<file path="config.mk">
export PLATFORM = sky130hd
export DESIGN_NAME = ugc_global_control
export DESIGN_NICKNAME = d
export VERILOG_FILES = /design/src/rtl/ugc_pkg.sv /design/src/rtl/ugc_flags.sv /design/src/rtl/ugc_global_control.sv
export SDC_FILE = /design/constraint.sdc
export NUM_CORES = 1
export LEC_CHECK = 0
export ABC_CLOCK_PERIOD_IN_PS = 1500
export BUFFER_PORTS_ARGS = -buffer_cell sky130_fd_sc_hd__buf_2
export CAP_MARGIN = 30
export CORE_MARGIN = 5
export CORE_UTILIZATION = 25
export CTS_CLUSTER_DIAMETER = 40
export DETAILED_ROUTE_END_ITERATION = 16
export SLEW_MARGIN = 20
export SYNTH_ARGS = -nofsm -noshare
export SYNTH_HDL_FRONTEND = slang
export SYNTH_SLANG_ARGS = --single-unit
export TNS_END_PERCENT = 100
</file>
<file path="constraint.sdc">
create_clock -name clock -period 1.5 [get_ports clock]
set_input_delay 0.075 -clock clock [delete_from_list [all_inputs] [get_ports clock]]
set_output_delay 0.075 -clock clock [all_outputs]
set_load 0.01 [all_outputs]
</file>
<file path="src/rtl/ugc_pkg.sv">
// Package for the USB device global control block: register map, fields, resets.
// Assumes a 32-bit APB slave with word-aligned registers.
package ugc_pkg;
  // Register byte addresses
  localparam logic [7:0] ADDR_INT_ENABLE = 8'h00;
  localparam logic [7:0] ADDR_CONTROL = 8'h04;
  localparam logic [7:0] ADDR_DEV_ADDRESS = 8'h08;
  localparam logic [7:0] ADDR_DMA_CURRENT = 8'h0C;
  localparam logic [7:0] ADDR_INT_FLAGS = 8'h10;
  // Interrupt enable fields
  localparam int IE_SOF = 7;
  localparam int IE_NAK = 6;
  localparam int IE_FIFO_OV = 4;
  localparam int IE_SUSPEND = 2;
  localparam int IE_TRANSFER = 1;
  localparam int IE_BUS_RST = 0;
  localparam logic [7:0] IE_WRITE_MASK = 8'hD7;
  localparam logic [7:0] IE_RESET = 8'h00;
  // Control fields
  localparam int CT_LOW_SPEED = 6;
  localparam int CT_SYS_HIGH = 5;
  localparam int CT_SYS_LOW = 4;
  localparam int CT_INT_BUSY = 3;
  localparam int CT_RESET_PE = 2;
  localparam int CT_CLR_ALL = 1;
  localparam int CT_DMA_EN = 0;
  localparam logic [7:0] CT_WRITE_MASK = 8'h7F;
  localparam logic [7:0] CT_RESET = 8'h06;
  // Address register fields
  localparam int DA_GP_BIT = 7;
  localparam logic [7:0] DA_RESET = 8'h00;
  // Flag bits: sof, nak, fifo overflow, suspend/wake, transfer, bus reset
  localparam int FLAG_COUNT = 6;
  localparam logic [FLAG_COUNT-1:0] FLAG_RESET = 6'h00;
  // Upper nibble of the DMA high byte is fixed zero
  localparam int DMA_HIGH_BITS = 4;
  localparam logic [1:0] SYS_OFF = 2'h0;
  localparam logic [1:0] SYS_EXT_PULLUP = 2'h1;
  localparam logic [1:0] SYS_INT_PULLUP = 2'h2;

  typedef struct packed {
    logic [5:0] flag;
  } ugc_events_s;

  typedef struct packed {
    logic device_enable;
    logic internal_pullup;
    logic slow_rate_select;
    logic engine_reset;
    logic clear_flags_and_fifo;
    logic dma_enable;
    logic nak_busy;
    logic [6:0] device_address;
  } ugc_ctrl_s;
endpackage : ugc_pkg

</file>
<file path="src/rtl/ugc_flags.sv">
// Sticky event flag bank with write-one-to-clear and a forced clear.
// Assumes events are synchronous single-cycle pulses on the same clock.
`timescale 1ns/100ps
`default_nettype none
module ugc_flags #(
  parameter int WIDTH = 6
) (
  // Clock and reset
  input wire logic clock,
  input wire logic rst_b,
  // Events and clears
  input wire logic [WIDTH-1:0] event_set,
  input wire logic [WIDTH-1:0] clear_ones,
  input wire logic clear_all,
  // Flags
  output logic [WIDTH-1:0] flag
);
  typedef struct packed {
    logic [WIDTH-1:0] flag;
  } ugc_flag_state_s;

  ugc_flag_state_s state;
  ugc_flag_state_s next_state;

  initial begin
    if (WIDTH < 1) $error("ugc_flags: WIDTH must be positive");
  end

  always_comb begin
    next_state = state;
    // Forced clear wins, otherwise a new event beats a clear in the same cycle
    if (clear_all) begin
      next_state.flag = '0;
    end else begin
      next_state.flag = (state.flag & ~clear_ones) | event_set;
    end
  end

  always_ff @(posedge clock or negedge rst_b) begin
    if (!rst_b) begin
      state <= '0;
    end else begin
      state <= next_state;
    end
  end

  assign flag = state.flag;
endmodule // ugc_flags
`default_nettype wire

</file>
<file path="src/rtl/ugc_global_control.sv">
// Global control of a USB full/low-speed device: enables, control, address, DMA address.
// Assumes an APB master on the system clock and a protocol engine fed from ugc_ctrl_s.
//
// Added by the designer: the placing of the registers and the APB slave port.
`timescale 1ns/100ps
`default_nettype none
// Function
// - Bit 7 enables start-of-frame interrupt
// - Bit 6 enables NAK-received interrupt
// - Bit 4 enables FIFO overflow interrupt
// - Bit 2 enables suspend or wake interrupt
// - Bit 1 enables transfer-complete interrupt
// - Bit 0 enables bus reset interrupt
// - Speed bit: zero full, one low
// - Control bit 5 enables device and pull-up
// - Bits 5:4 select pull-up and enable mode
// - Bit 3 NAKs while transfer flag pending
// - Bit 2 holds engine reset, resets one
// - Bit 1 clears flags and FIFO, resets one
// - Bit 0 enables DMA only
// - Respond only to seven-bit device address
// - Address bit 7 is free software flag
// - DMA high byte: four bits, rest zero
// - DMA low byte reports current address
// - Engine events set flags, request interrupt
// - Flags stay until software clears them
module ugc_global_control #(
  parameter int DMA_WIDTH = 12
) (
  // Clock and reset
  input wire logic clock,
  input wire logic rst_b,
  // APB slave
  input wire logic psel,
  input wire logic penable,
  input wire logic pwrite,
  input wire logic [7:0] paddr,
  input wire logic [31:0] pwdata,
  output logic [31:0] prdata,
  output logic pready,
  output logic pslverr,
  // Protocol engine events, one-cycle pulses
  input wire logic ev_sof,
  input wire logic ev_nak,
  input wire logic ev_fifo_overflow,
  input wire logic ev_suspend_wake,
  input wire logic ev_transfer_done,
  input wire logic ev_bus_reset,
  // Incoming token address from the engine
  input wire logic token_valid,
  input wire logic [6:0] token_address,
  // DMA engine current address
  input wire logic [DMA_WIDTH-1:0] dma_current,
  // Control to engine and transceiver
  output ugc_pkg::ugc_ctrl_s ctrl,
  output logic address_match,
  output logic force_nak,
  output logic usb_irq
);
  typedef struct packed {
    logic [7:0] int_enable;
    logic [7:0] control;
    logic [7:0] dev_address;
    logic [31:0] rdata;
    logic address_match;
  } ugc_state_s;

  ugc_state_s state;
  ugc_state_s next_state;
  // Kept apart from the state struct: it is the only register on the raw reset
  logic [1:0] rst_sync;
  logic rst_int_b;
  logic [5:0] flag;
  logic [5:0] clear_ones;
  logic [5:0] event_set;
  logic wr_access;
  logic rd_access;
  logic addr_ok;

  initial begin
    if (DMA_WIDTH < 9 || DMA_WIDTH > 8 + ugc_pkg::DMA_HIGH_BITS)
      $error("ugc_global_control: DMA_WIDTH out of range");
  end

  // Map enable bits to the flag order: sof, nak, ovf, susp, xfer, brst
  function automatic logic [5:0] enable_vector(input logic [7:0] ie);
    enable_vector = {ie[ugc_pkg::IE_SOF], ie[ugc_pkg::IE_NAK], ie[ugc_pkg::IE_FIFO_OV],
                     ie[ugc_pkg::IE_SUSPEND], ie[ugc_pkg::IE_TRANSFER],
                     ie[ugc_pkg::IE_BUS_RST]};
  endfunction

  function automatic logic known_addr(input logic [7:0] a);
    known_addr = (a == ugc_pkg::ADDR_INT_ENABLE) || (a == ugc_pkg::ADDR_CONTROL) ||
                 (a == ugc_pkg::ADDR_DEV_ADDRESS) || (a == ugc_pkg::ADDR_DMA_CURRENT) ||
                 (a == ugc_pkg::ADDR_INT_FLAGS);
  endfunction

  // Reset release through two flops; assertion stays asynchronous
  always_ff @(posedge clock or negedge rst_b) begin
    if (!rst_b) begin
      rst_sync <= 2'h0;
    end else begin
      rst_sync <= {rst_sync[0], 1'b1};
    end
  end
  assign rst_int_b = rst_sync[1];

  assign addr_ok = known_addr(paddr);
  assign wr_access = psel && penable && pwrite && addr_ok;
  assign rd_access = psel && !penable && !pwrite;
  assign event_set = {ev_sof, ev_nak, ev_fifo_overflow, ev_suspend_wake, ev_transfer_done,
                      ev_bus_reset};
  assign clear_ones = (wr_access && paddr == ugc_pkg::ADDR_INT_FLAGS) ? pwdata[5:0] : 6'h00;

  ugc_flags #(
    .WIDTH(ugc_pkg::FLAG_COUNT)
  ) u_flags (
    .clock(clock),
    .rst_b(rst_int_b),
    .event_set(event_set),
    .clear_ones(clear_ones),
    .clear_all(state.control[ugc_pkg::CT_CLR_ALL]),
    .flag(flag)
  );

  always_comb begin
    next_state = state;
    if (wr_access) begin
      if (paddr == ugc_pkg::ADDR_INT_ENABLE) begin
        next_state.int_enable = pwdata[7:0] & ugc_pkg::IE_WRITE_MASK;
      end else if (paddr == ugc_pkg::ADDR_CONTROL) begin
        next_state.control = pwdata[7:0] & ugc_pkg::CT_WRITE_MASK;
      end else if (paddr == ugc_pkg::ADDR_DEV_ADDRESS) begin
        next_state.dev_address = pwdata[7:0];
      end
    end
    // Read data is captured in setup so it stands through the access phase
    if (rd_access) begin
      next_state.rdata = 32'h0000_0000;
      if (paddr == ugc_pkg::ADDR_INT_ENABLE) begin
        next_state.rdata[7:0] = state.int_enable;
      end else if (paddr == ugc_pkg::ADDR_CONTROL) begin
        next_state.rdata[7:0] = state.control;
      end else if (paddr == ugc_pkg::ADDR_DEV_ADDRESS) begin
        next_state.rdata[7:0] = state.dev_address;
      end else if (paddr == ugc_pkg::ADDR_DMA_CURRENT) begin
        next_state.rdata[DMA_WIDTH-1:0] = dma_current;
      end else if (paddr == ugc_pkg::ADDR_INT_FLAGS) begin
        next_state.rdata[5:0] = flag;
      end
    end
    next_state.address_match = token_valid &&
      (token_address == state.dev_address[6:0]);
  end

  always_ff @(posedge clock or negedge rst_int_b) begin
    if (!rst_int_b) begin
      state.int_enable <= ugc_pkg::IE_RESET;
      state.control <= ugc_pkg::CT_RESET;
      state.dev_address <= ugc_pkg::DA_RESET;
      state.rdata <= 32'h0000_0000;
      state.address_match <= 1'b0;
    end else begin
      state.int_enable <= next_state.int_enable;
      state.control <= next_state.control;
      state.dev_address <= next_state.dev_address;
      state.rdata <= next_state.rdata;
      state.address_match <= next_state.address_match;
    end
  end

  // Zero wait states; unmapped addresses answer with an error
  assign pready = 1'b1;
  assign pslverr = psel && penable && !addr_ok;
  assign prdata = state.rdata;

  // Control decode toward the engine and transceiver
  always_comb begin
    ctrl.slow_rate_select = state.control[ugc_pkg::CT_LOW_SPEED];
    // Code 11 is undefined; treated as the internal pull-up mode through bit 5
    ctrl.device_enable = state.control[ugc_pkg::CT_SYS_HIGH] ||
                         state.control[ugc_pkg::CT_SYS_LOW];
    ctrl.internal_pullup = state.control[ugc_pkg::CT_SYS_HIGH];
    ctrl.engine_reset = state.control[ugc_pkg::CT_RESET_PE];
    ctrl.clear_flags_and_fifo = state.control[ugc_pkg::CT_CLR_ALL];
    ctrl.dma_enable = state.control[ugc_pkg::CT_DMA_EN];
    ctrl.nak_busy = state.control[ugc_pkg::CT_INT_BUSY];
    ctrl.device_address = state.dev_address[6:0];
  end

  assign address_match = state.address_match;
  // Pause with NAK while a completed transfer is still flagged
  assign force_nak = state.control[ugc_pkg::CT_INT_BUSY] && flag[1];
  // Any enabled flag raises the interrupt, engine held in reset or not
  assign usb_irq = |(flag & enable_vector(state.int_enable));
endmodule // ugc_global_control
`default_nettype wire

</file>
==> metrics.cfg, run 1 <==
[grt]
grt_usage_pct=11.55
grt_pass1_vias=1905
antenna_found_initial=0
grt_max_degree=41
overflow=0
grt_pass1_wl_um=10410

[outcome]
status=complete, no violations

[synth]
yosys.area.top_type=dfrtp_1
syn_inst=238
synthArstFlopShare_pct=100.0
ys_warn_count=0
synth_ff_type=dfrtp_1
synth_top_area_share_pct=40.28
netlist_area_um2=2485
ys_seq_area_share_pct=42.40
avgSynthCellArea_um2=10.44
synth_area_leaders=dfrtp_1 (40%), buf_4 (14%), mux2_2 (9.5%)
ys_seq_elements=42
synth_cell_types=39
synth_edf_count=0

[timing]
worst_slew_pin_slew_ns=0.5252
hold_viol_final=0
rsz0062_at_grt=false
final-setup-viol-count=0
skew_ns=0.007683
min_period_ns=1.293
report.final.slew_viol_count=0
post-route-period-util_pct=86.21
fmax_mhz=773.3
slew_headroom_pct=64.98

[route]
drt-initial-drc-count=85
vias_per_cell=4.430
drtAntennaViolNets=0
drt_pre_antenna_iters=4
vias=1927
wl_per_cell_um=15.56
routed_wl_um=6767
drc=0

[min_path]
min_from=pwdata[5]
holdCritPathClass=input port to register

[floorplan]
die_h_um=109.7
dieArea_um2=12030
fp.dieW_um=109.7
placementRows=36
coreArea_um2=9729
pin_count=122
start_util_pct=25.54

[clocking]
clk_latency_ns=0.30
cts_sinks=42
clockRootBuffer=clkbuf_8
path_clk_slew_ns=0.09
cts_tree=built
ctsResizeCount=0
cts_buffers=5
cts.htree.levels=2
cts_buffer_depth=2

[cells_and_area]
area_growth_pct=17.77
final_cells=435
layout.nets=372
drive_gt1_share_pct=44.37
final_area_um2=2927
diodes=0

[placed_design]
dpl_cell_area_um2=2816
hpwl_um=5530
dpl.cell_count=425
portBuffers=76
place_congestion=0.8481

[worst_setup_path]
crit_type=register to primary output
cp_max_fo=4
cp_data_arrival_time_ns=1.22
cp-end-kind=primary output
r2r_slack_ns=0.35
critPathRequiredTime_ns=1.42
cp-start-kind=register
reg2reg_from=ctrl[6]
crit_path_start=u_flags.flag[1]

[pwr]
power_frac_seq_pct=52.6
power.internal_w=0.001609
p_leak_nw=1.534
power.density_nw_per_um2=758.3
pwr-share-comb_pct=13.7
p_clk_share_pct=33.7
p_sw_w=0.0006104
sw_frac_of_total_pct=27.50
vdd_ir_drop_max_v=0.0003533

[flow_run]
drv_cap=0

==> cell families after synthesis <==
group	count (synthesis)	share of synthesized area (%)
AO/OA/AOI/OAI	43	12.19
flip-flops	42	42.40
buffers and inverters	63	17.47
multiplexers	23	10.83
other	2	0.3022
XOR/XNOR	7	2.467
AND/OR/NAND/NOR	58	14.35
==> worst max-delay path, cell delays in order (launching register included) <==
cell	delay [ns]
dfrtp_1	0.44
a22oi_1	0.20
nand3_1	0.13
buf_2	0.16
==> power groups by stage <==
| stage | sequential [W] | combinational [W] | clock, W |
|---|---|---|---|
| global route | 0.00117 | 0.000340 | 0.000822 |
| global placement | 0.00119 | 0.000298 | 0 |
| detailed placement | 0.00119 | 0.000301 | 0 |
| finish | 0.00117 | 0.000304 | 0.000748 |
| floorplan | 0.00120 | 0.000199 | 0 |
| CTS | 0.00117 | 0.000306 | 0.000769 |
==> worst paths after layout <==
kind / cells after the start / endpoint
setup / recovery: 3 / usb_irq
max in group asynchronous: 1 / ctrl[9]
setup reg to reg: 3 / prdata[6]
hold / removal: 2 / u_flags.flag[5]
min in group asynchronous: 2 / rst_sync[0]
hold reg to reg: 1 / u_flags.flag[2]
==> metal layers <==
metal	vias to the layer above	wire [um]	share of wire, %	GRT usage, %
met2	84	3106	46	18.27
li1	896	-	-	-
met4	0	45	0.66	3.206
met1	942	3102	46	15.91
met3	5	512	7.6	2.525
met5	-	0	0	0
==> area by class of cell <==
cell class | instances | area (um2)
tap | 133 | 166.4
multi-input combinational | 153 | 1072
timing repair buffer | 92 | 518.0
sequential | 42 | 1054
clock buffer | 5 | 68.82
clock inverter | 3 | 21.27
inverter | 7 | 26.28
fill | 1054 | 6803
==> what timing repair did <==
action	CTS	global route
endpoints found under the hold margin	3	0
setup endpoints to repair	0	0
buffers inserted	0	0
hold buffers	2	0
==> layout by cell type, fill, tap and decap left out, drive strengths merged, types with 6 or more instances in the layout <==
cell    synthesis  final
buf            50     90
dfrtp          40     40
conb            2     22
mux2           21     21
nand2          16     16
a21oi          13     13
nor2           10     10
inv             7      7
xnor2           7      7
a22oi           7      7
a311oi          6      6
nand2b          6      6
a32o            6      6
==> metrics by stage <==
| stage | hold slack [ns] | setup WS (ns) | total power (W) | utilization (%) | setup TNS [ns] |
|---|---|---|---|---|---|
| floorplan | -0.2206 | 0.1056 | 0.001396 | - | 0 |
| global placement | -0.1382 | -0.06834 | 0.001487 | 28.95 | -1.199 |
| detailed placement | -0.1376 | -0.08731 | 0.001491 | 28.95 | -1.535 |
| CTS | 0.006162 | 0.1751 | 0.002243 | 30.08 | 0 |
| global route | 0.007698 | 0.1305 | 0.002333 | 30.08 | 0 |
| finish | 0.007786 | 0.2069 | 0.002219 | 30.08 | 0 |
==> sequential cells by signal, summed over array words and instances (netlist names) <==
signal and flops:
state 8, address_match 1, ctrl 13, prdata 12, u_flags.flag 6, rst_sync 2
==> cell usage after synthesis (all sizes together), types with 3 or more instances <==
cell / n
nand2: 16
mux2: 21
inv: 7
a21oi: 13
a32o: 6
or2: 5
o21ai: 5
a311oi: 6
nand2b: 6
o31ai: 4
xnor2: 7
a22oi: 7
buf: 50
clkbuf: 6
dfrtp: 40
nand4: 3
nor2: 10
nand3: 5
Power figures use the tool's default switching activity.
==> run 2, diff against run 1 <==
- ABC_AREA: unset -> 1
- CTS_CLUSTER_SIZE: unset -> 20
- SLEW_MARGIN: 20 -> unset
==> metrics.cfg, run 2 <==
[cells_and_area]
area_growth_pct=18.70
layout_common_cells=nand2_1 (95), buf_2 (76), inv_1 (40)
final_area_um2=3193  ; +9.1%
layout.area.seq_um2=1055  ; +0.12%
largest_reg_flops=13  ; unchanged
multi_input_area_um2=1155  ; +7.7%
fill_cells=1154  ; +9.5%
drive_gt1_share_pct=33.41  ; -11 points
layout_commonest_cell=nand2_1
fin_util_pct=30.65  ; +0.58 points
diodes=0  ; unchanged
layout.nets=498  ; +34%

[outcome]
status=complete, no violations

[timing]
hold_viol_final=0  ; unchanged
skew_ns=0.004579  ; -0.003105 ns
post-route-period-util_pct=95.27  ; +9.1 points
timing.final.ws_setup_ns=0.07097  ; -0.1359 ns
report.final.slew_viol_count=0  ; unchanged
worst_slew_pin_slew_ns=0.5147  ; -0.01050 ns
slew_headroom_pct=65.68  ; +0.70 points
final-setup-viol-count=0  ; unchanged
min_period_ns=1.429  ; +0.1359 ns
fmax_mhz=699.8  ; -9.5%

[worst_setup_path]
crit_top_cell=nand2_1
cp_max_fo=3  ; -1
cp-start-kind=register
cp-end-kind=primary output
critPathRequiredTime_ns=1.42  ; about the same
crit_type=register to primary output
r2r_slack_ns=0.39  ; +0.04 ns
cp_data_arrival_time_ns=1.35  ; +0.13 ns
cpMaxStageDelayCell=dfrtp_1
cpPeakStageDelay_ns=0.43  ; about the same
path_cells=nand2_1 -> nand2_1 -> a221oi_1 -> nand3_1 -> buf_2

[synth]
ys_seq_elements=42  ; unchanged
ys_top_cells_by_count=nand2_1 (95), buf_4 (47), dfrtp_1 (40), inv_1 (40), nand3_1 (27)
synth_top_area_share_pct=37.21  ; -3.1 points
netlist_area_um2=2690  ; +8.3%
ys_warn_count=0  ; unchanged
avgSynthCellArea_um2=7.578  ; -27%
yosys.area.top_type=dfrtp_1
synth_cell_types=29  ; -26%
ys_seq_area_share_pct=39.16  ; -3.2 points
synth.most_common_cell=nand2_1
syn_inst=355  ; +49%
synth_ff_type=dfrtp_1
synthArstFlopShare_pct=100.0  ; unchanged
synth_edf_count=0  ; unchanged
synth_area_leaders=dfrtp_1 (37%), nand2_1 (13%), buf_4 (13%)

[grt]
overflow=0  ; unchanged
grt_max_degree=41  ; unchanged
grt_usage_pct=11.56  ; about the same
grt_pass1_wl_um=11880  ; +14%
grt_pass1_vias=2286  ; +20%
antenna_found_initial=0  ; unchanged

[clocking]
clockRootBuffer=clkbuf_8
clk_latency_ns=0.30  ; about the same
cts_sinks=42  ; unchanged
cts_buffers=5  ; unchanged
cts_tree=built
cts.htree.levels=2  ; unchanged
path_clk_slew_ns=0.08  ; about the same
cts_buffer_depth=2  ; unchanged

[route]
wl_per_cell_um=13.20  ; -15%
drc=0  ; unchanged
routed_wl_um=7447  ; +10%
drt-initial-drc-count=139  ; +64%
vias=2314  ; +20%
drtAntennaViolNets=0  ; unchanged
drt_pre_antenna_iters=4  ; unchanged
vias_per_cell=4.103  ; -7.4%

[min_path]
holdCritPathClass=input port to register

[floorplan]
coreArea_um2=10420  ; +7.1%
die_h_um=113.7  ; +3.7%
fp.dieW_um=113.7  ; +3.7%
pin_count=122  ; unchanged
dieArea_um2=12930  ; +7.5%
placementRows=37  ; +2.8%
start_util_pct=25.83  ; +0.29 points

[pwr]
power.density_nw_per_um2=664.5  ; -12%
p_leak_nw=1.833  ; +19%
vdd_ir_drop_max_v=0.0003612  ; +2.2%

[placed_design]
place_ws_ns=0.04572  ; +0.1330 ns
dpl_cell_area_um2=3045  ; +8.1%
hpwl_um=5987  ; +8.3%
place_congestion=0.8724  ; +2.9%
portBuffers=76  ; unchanged

[flow_run]
drv_cap=0  ; unchanged

-- run 2: cell count changes after synthesis, sizes merged, moves of 19 or more --
cell   delta
inv      +37
mux2     -21
nand2    +83
nand3    +25
nor2     +19
o21ai    +24
-- run 2: final timing paths --
path                                 start         endpoint  depth (start not counted)
min reg2reg                    rst_sync[1]         ctrl[12]                          1
max in group asynchronous      rst_sync[1]  u_flags.flag[1]                          1
max reg2reg                u_flags.flag[5]        prdata[5]                          5
min                                 ev_nak  u_flags.flag[4]                          3
min in group asynchronous            rst_b      rst_sync[0]                          2
max                        u_flags.flag[5]          usb_irq                          5
-- run 2: final cells by class --
type	count	area share (%)
Clock buffer	6	2.273
Sequential cell	42	33.03
Timing Repair Buffer	97	17.48
Clock inverter	2	0.4310
Inverter	45	5.290
Tap cell	136	5.329
Multi-Input combinational cell	236	36.17
-- run 2: logic make-up after synthesis --
family | count (synthesis) | share of synthesized area [%]
buffers and inverters | 97 | 20.70
AO/OA/AOI/OAI | 44 | 11.44
AND/OR/NAND/NOR | 170 | 28.42
flip-flops | 42 | 39.16
other | 2 | 0.2792
-- run 2: layer usage --
layer | vias to the layer above | GRT usage, % | share of wire, %
li1 | 1187 | - | -
met3 | 4 | 2.918 | 7.5
met5 | - | 0 | 0
met4 | 0 | 1.683 | 0.51
met1 | 1051 | 16.13 | 47
met2 | 72 | 18.45 | 45
-- run 2: where the power goes --
| part | leakage (nW) | switching, W | internal [W] |
|---|---|---|---|
| Clock | 0.0452 | 0.000415 | 0.000329 |
| Sequential | 0.543 | 0.00000244 | 0.00114 |
| Combinational | 1.24 | 0.000155 | 0.0000835 |
| Total | 1.83 | 0.000572 | 0.00155 |
-- run 2: metrics by stage --
step / hold slack [ns] / std cells / power [W] / setup TNS [ns]
after floorplan: -0.2206 / 375 / 0.001326 / 0
after global placement: -0.1397 / 549 / 0.001392 / 0
after detailed placement: -0.1378 / 549 / 0.001396 / 0
after CTS: 0.0003060 / 560 / 0.002147 / 0
after global routing: 0.009953 / 564 / 0.002227 / -0.01357
final: 0.005206 / 564 / 0.002122 / 0
-- run 2: critical path, delay by kind of cell, from the launching register on --
kind / cells / cell delay, ns
flops: 1 / 0.43
simple gates: 3 / 0.27
compound gates: 1 / 0.20
buf+inv: 1 / 0.16
-- run 2: what timing repair did --
| action | CTS | global route |
|---|---|---|
| endpoints found under the setup margin | 0 | 1 |
| setup buffers | 0 | 4 |
| resized for setup | 0 | 1 |
| hold buffers | 3 | 0 |
| endpoints found under the hold margin | 4 | 0 |
==> run 3, diff against run 2 <==
- RECOVER_POWER: unset -> 50
==> metrics.cfg, run 3 (synthesis gave the netlist of run 2 again) <==
[min_path]
min_delay_path_depth=3  ; unchanged
min_to=u_flags.flag[4]
min_from=ev_nak
holdCritPathClass=input port to register

[grt]
antenna_found_initial=0  ; unchanged
grt_usage_pct=11.56  ; unchanged
grt_pass1_wl_um=11880  ; unchanged
grt_pass1_vias=2286  ; unchanged
overflow=0  ; unchanged
grt_max_degree=41  ; unchanged

[floorplan]
fp.dieW_um=113.7  ; unchanged
start_util_pct=25.83  ; unchanged
pin_count=122  ; unchanged
placementRows=37  ; unchanged
die_h_um=113.7  ; unchanged
coreArea_um2=10420  ; unchanged
dieArea_um2=12930  ; unchanged

[route]
drc=0  ; unchanged
wl_per_cell_um=13.23  ; +0.16%
vias=2321  ; +0.30%
routed_wl_um=7459  ; +0.16%
vias_per_cell=4.115  ; +0.30%
drtAntennaViolNets=0  ; unchanged
drt_pre_antenna_iters=4  ; unchanged
drt-initial-drc-count=127  ; -8.6%

[clocking]
clk_latency_ns=0.30  ; about the same
cts_sinks=42  ; unchanged
cts_buffers=5  ; unchanged
clockRootBuffer=clkbuf_8
path_clk_slew_ns=0.08  ; about the same
cts_tree=built
cts_buffer_depth=2  ; unchanged
cts.htree.levels=2  ; unchanged

[worst_setup_path]
r2r_slack_ns=0.32  ; -0.07 ns
cp-start-kind=register
cp_data_arrival_time_ns=1.37  ; +0.02 ns
worst-r2r-cell-count=1  ; -4
rr_endpoint=u_flags.flag[1]
critPathRequiredTime_ns=1.42  ; about the same
crit_type=register to primary output
cp_max_fo=3  ; unchanged
cp-end-kind=primary output
reg2reg_from=rst_sync[1]
crit_path_start=u_flags.flag[5]

[cells_and_area]
layout_commonest_cell=nand2_1
largest_reg_flops=13  ; unchanged
final_cells=564  ; unchanged
fill_cells=1163  ; +0.78%
fin_util_pct=30.45  ; -0.20 points
drive_gt1_share_pct=30.14  ; -3.3 points
area_growth_pct=17.91
layout.nets=498  ; unchanged
diodes=0  ; unchanged
layout_common_cells=nand2_1 (95), buf_2 (63), inv_1 (40)

[outcome]
status=complete, no violations

[flow_run]
drv_cap=0  ; unchanged

[pwr]
p_leak_nw=1.777  ; -3.1%
vdd_ir_drop_max_v=0.0003621  ; +0.25%
power.density_nw_per_um2=668.8  ; +0.65%

[placed_design]
hpwl_um=5987  ; unchanged
portBuffers=76  ; unchanged
dpl.cell_count=549  ; unchanged
place_congestion=0.8724  ; unchanged

[timing]
final-setup-viol-count=0  ; unchanged
skew_ns=0.004984  ; +0.0004053 ns
post-route-period-util_pct=96.08  ; +0.81 points
slew_headroom_pct=32.29  ; -33 points
hold_viol_final=0  ; unchanged
min_period_ns=1.441  ; +0.01218 ns
fmax_mhz=693.9  ; -0.84%
worst_slew_pin_slew_ns=1.016  ; +0.5009 ns
report.final.slew_viol_count=0  ; unchanged

-- run 3: critical path, cell delays in order, from the launching register on --
cell	delay, ns
dfrtp_1	0.44
nand2_1	0.09
nand2_1	0.05
a221oi_1	0.21
nand3_1	0.13
buf_2	0.16
-- run 3: repair_timing --
| item | 4_1_cts | 5_1_grt |
|---|---|---|
| buffers inserted | 0 | 4 |
| endpoints found under the hold margin | 4 | 0 |
| resized for setup | 0 | 1 |
| hold buffers | 3 | 0 |
| endpoints found under the setup margin | 0 | 1 |
-- run 3: area by class of cell --
class	instances	area, um2	share of cell area [%]
Multi-Input combinational cell	236	1152	36.33
Inverter	45	168.9	5.325
Clock buffer	6	72.57	2.288
Clock inverter	2	13.76	0.4339
Timing Repair Buffer	97	539.3	17.00
Tap cell	136	170.2	5.365
Sequential cell	42	1055	33.25
-- run 3: power by group --
group	switching (W)	leakage, nW	total [W]	internal, W
Sequential	0.00000252	0.543	0.00114	0.00114
Clock	0.000416	0.0452	0.000745	0.000329
Combinational	0.000155	1.19	0.000236	0.0000816
Total	0.000573	1.78	0.00212	0.00155
-- run 3: through the flow --
step	total power [W]	setup TNS, ns	area, um2	hold WS [ns]	worst slack (ns)
after floorplan	0.001326	0	2765	-0.2206	0.2482
after global placement	0.001392	0	3045	-0.1397	0.05870
after detailed placement	0.001396	0	3045	-0.1378	0.04572
after CTS	0.002147	0	3162	0.0003060	0.04503
after global routing	0.002225	-0.01357	3172	0.009953	-0.01357
final	0.002121	0	3172	0.004916	0.05879
-- run 3: worst max path at each step --
| stage | end | slack, ns | cells past startpoint |
|---|---|---|---|
| final | usb_irq | 0.06 | 5 |
| after global routing | usb_irq | -0.01 | 5 |
| after CTS | usb_irq | 0.05 | 5 |
| after detailed placement | state[55] | 0.05 | 9 |
| after global placement | state[49] | 0.06 | 9 |
| after floorplan | address_match | 0.25 | 0 |
-- run 3: per-layer routing --
| layer | vias to the layer above | part of all wire (%) | routed length (um) | global-route usage [%] |
|---|---|---|---|---|
| met5 | - | 0 | 0 | 0 |
| met3 | 4 | 6.8 | 510 | 2.918 |
| li1 | 1190 | - | - | - |
| met4 | 0 | 0.51 | 38 | 1.683 |
| met1 | 1055 | 48 | 3610 | 16.13 |
| met2 | 72 | 44 | 3299 | 18.45 |
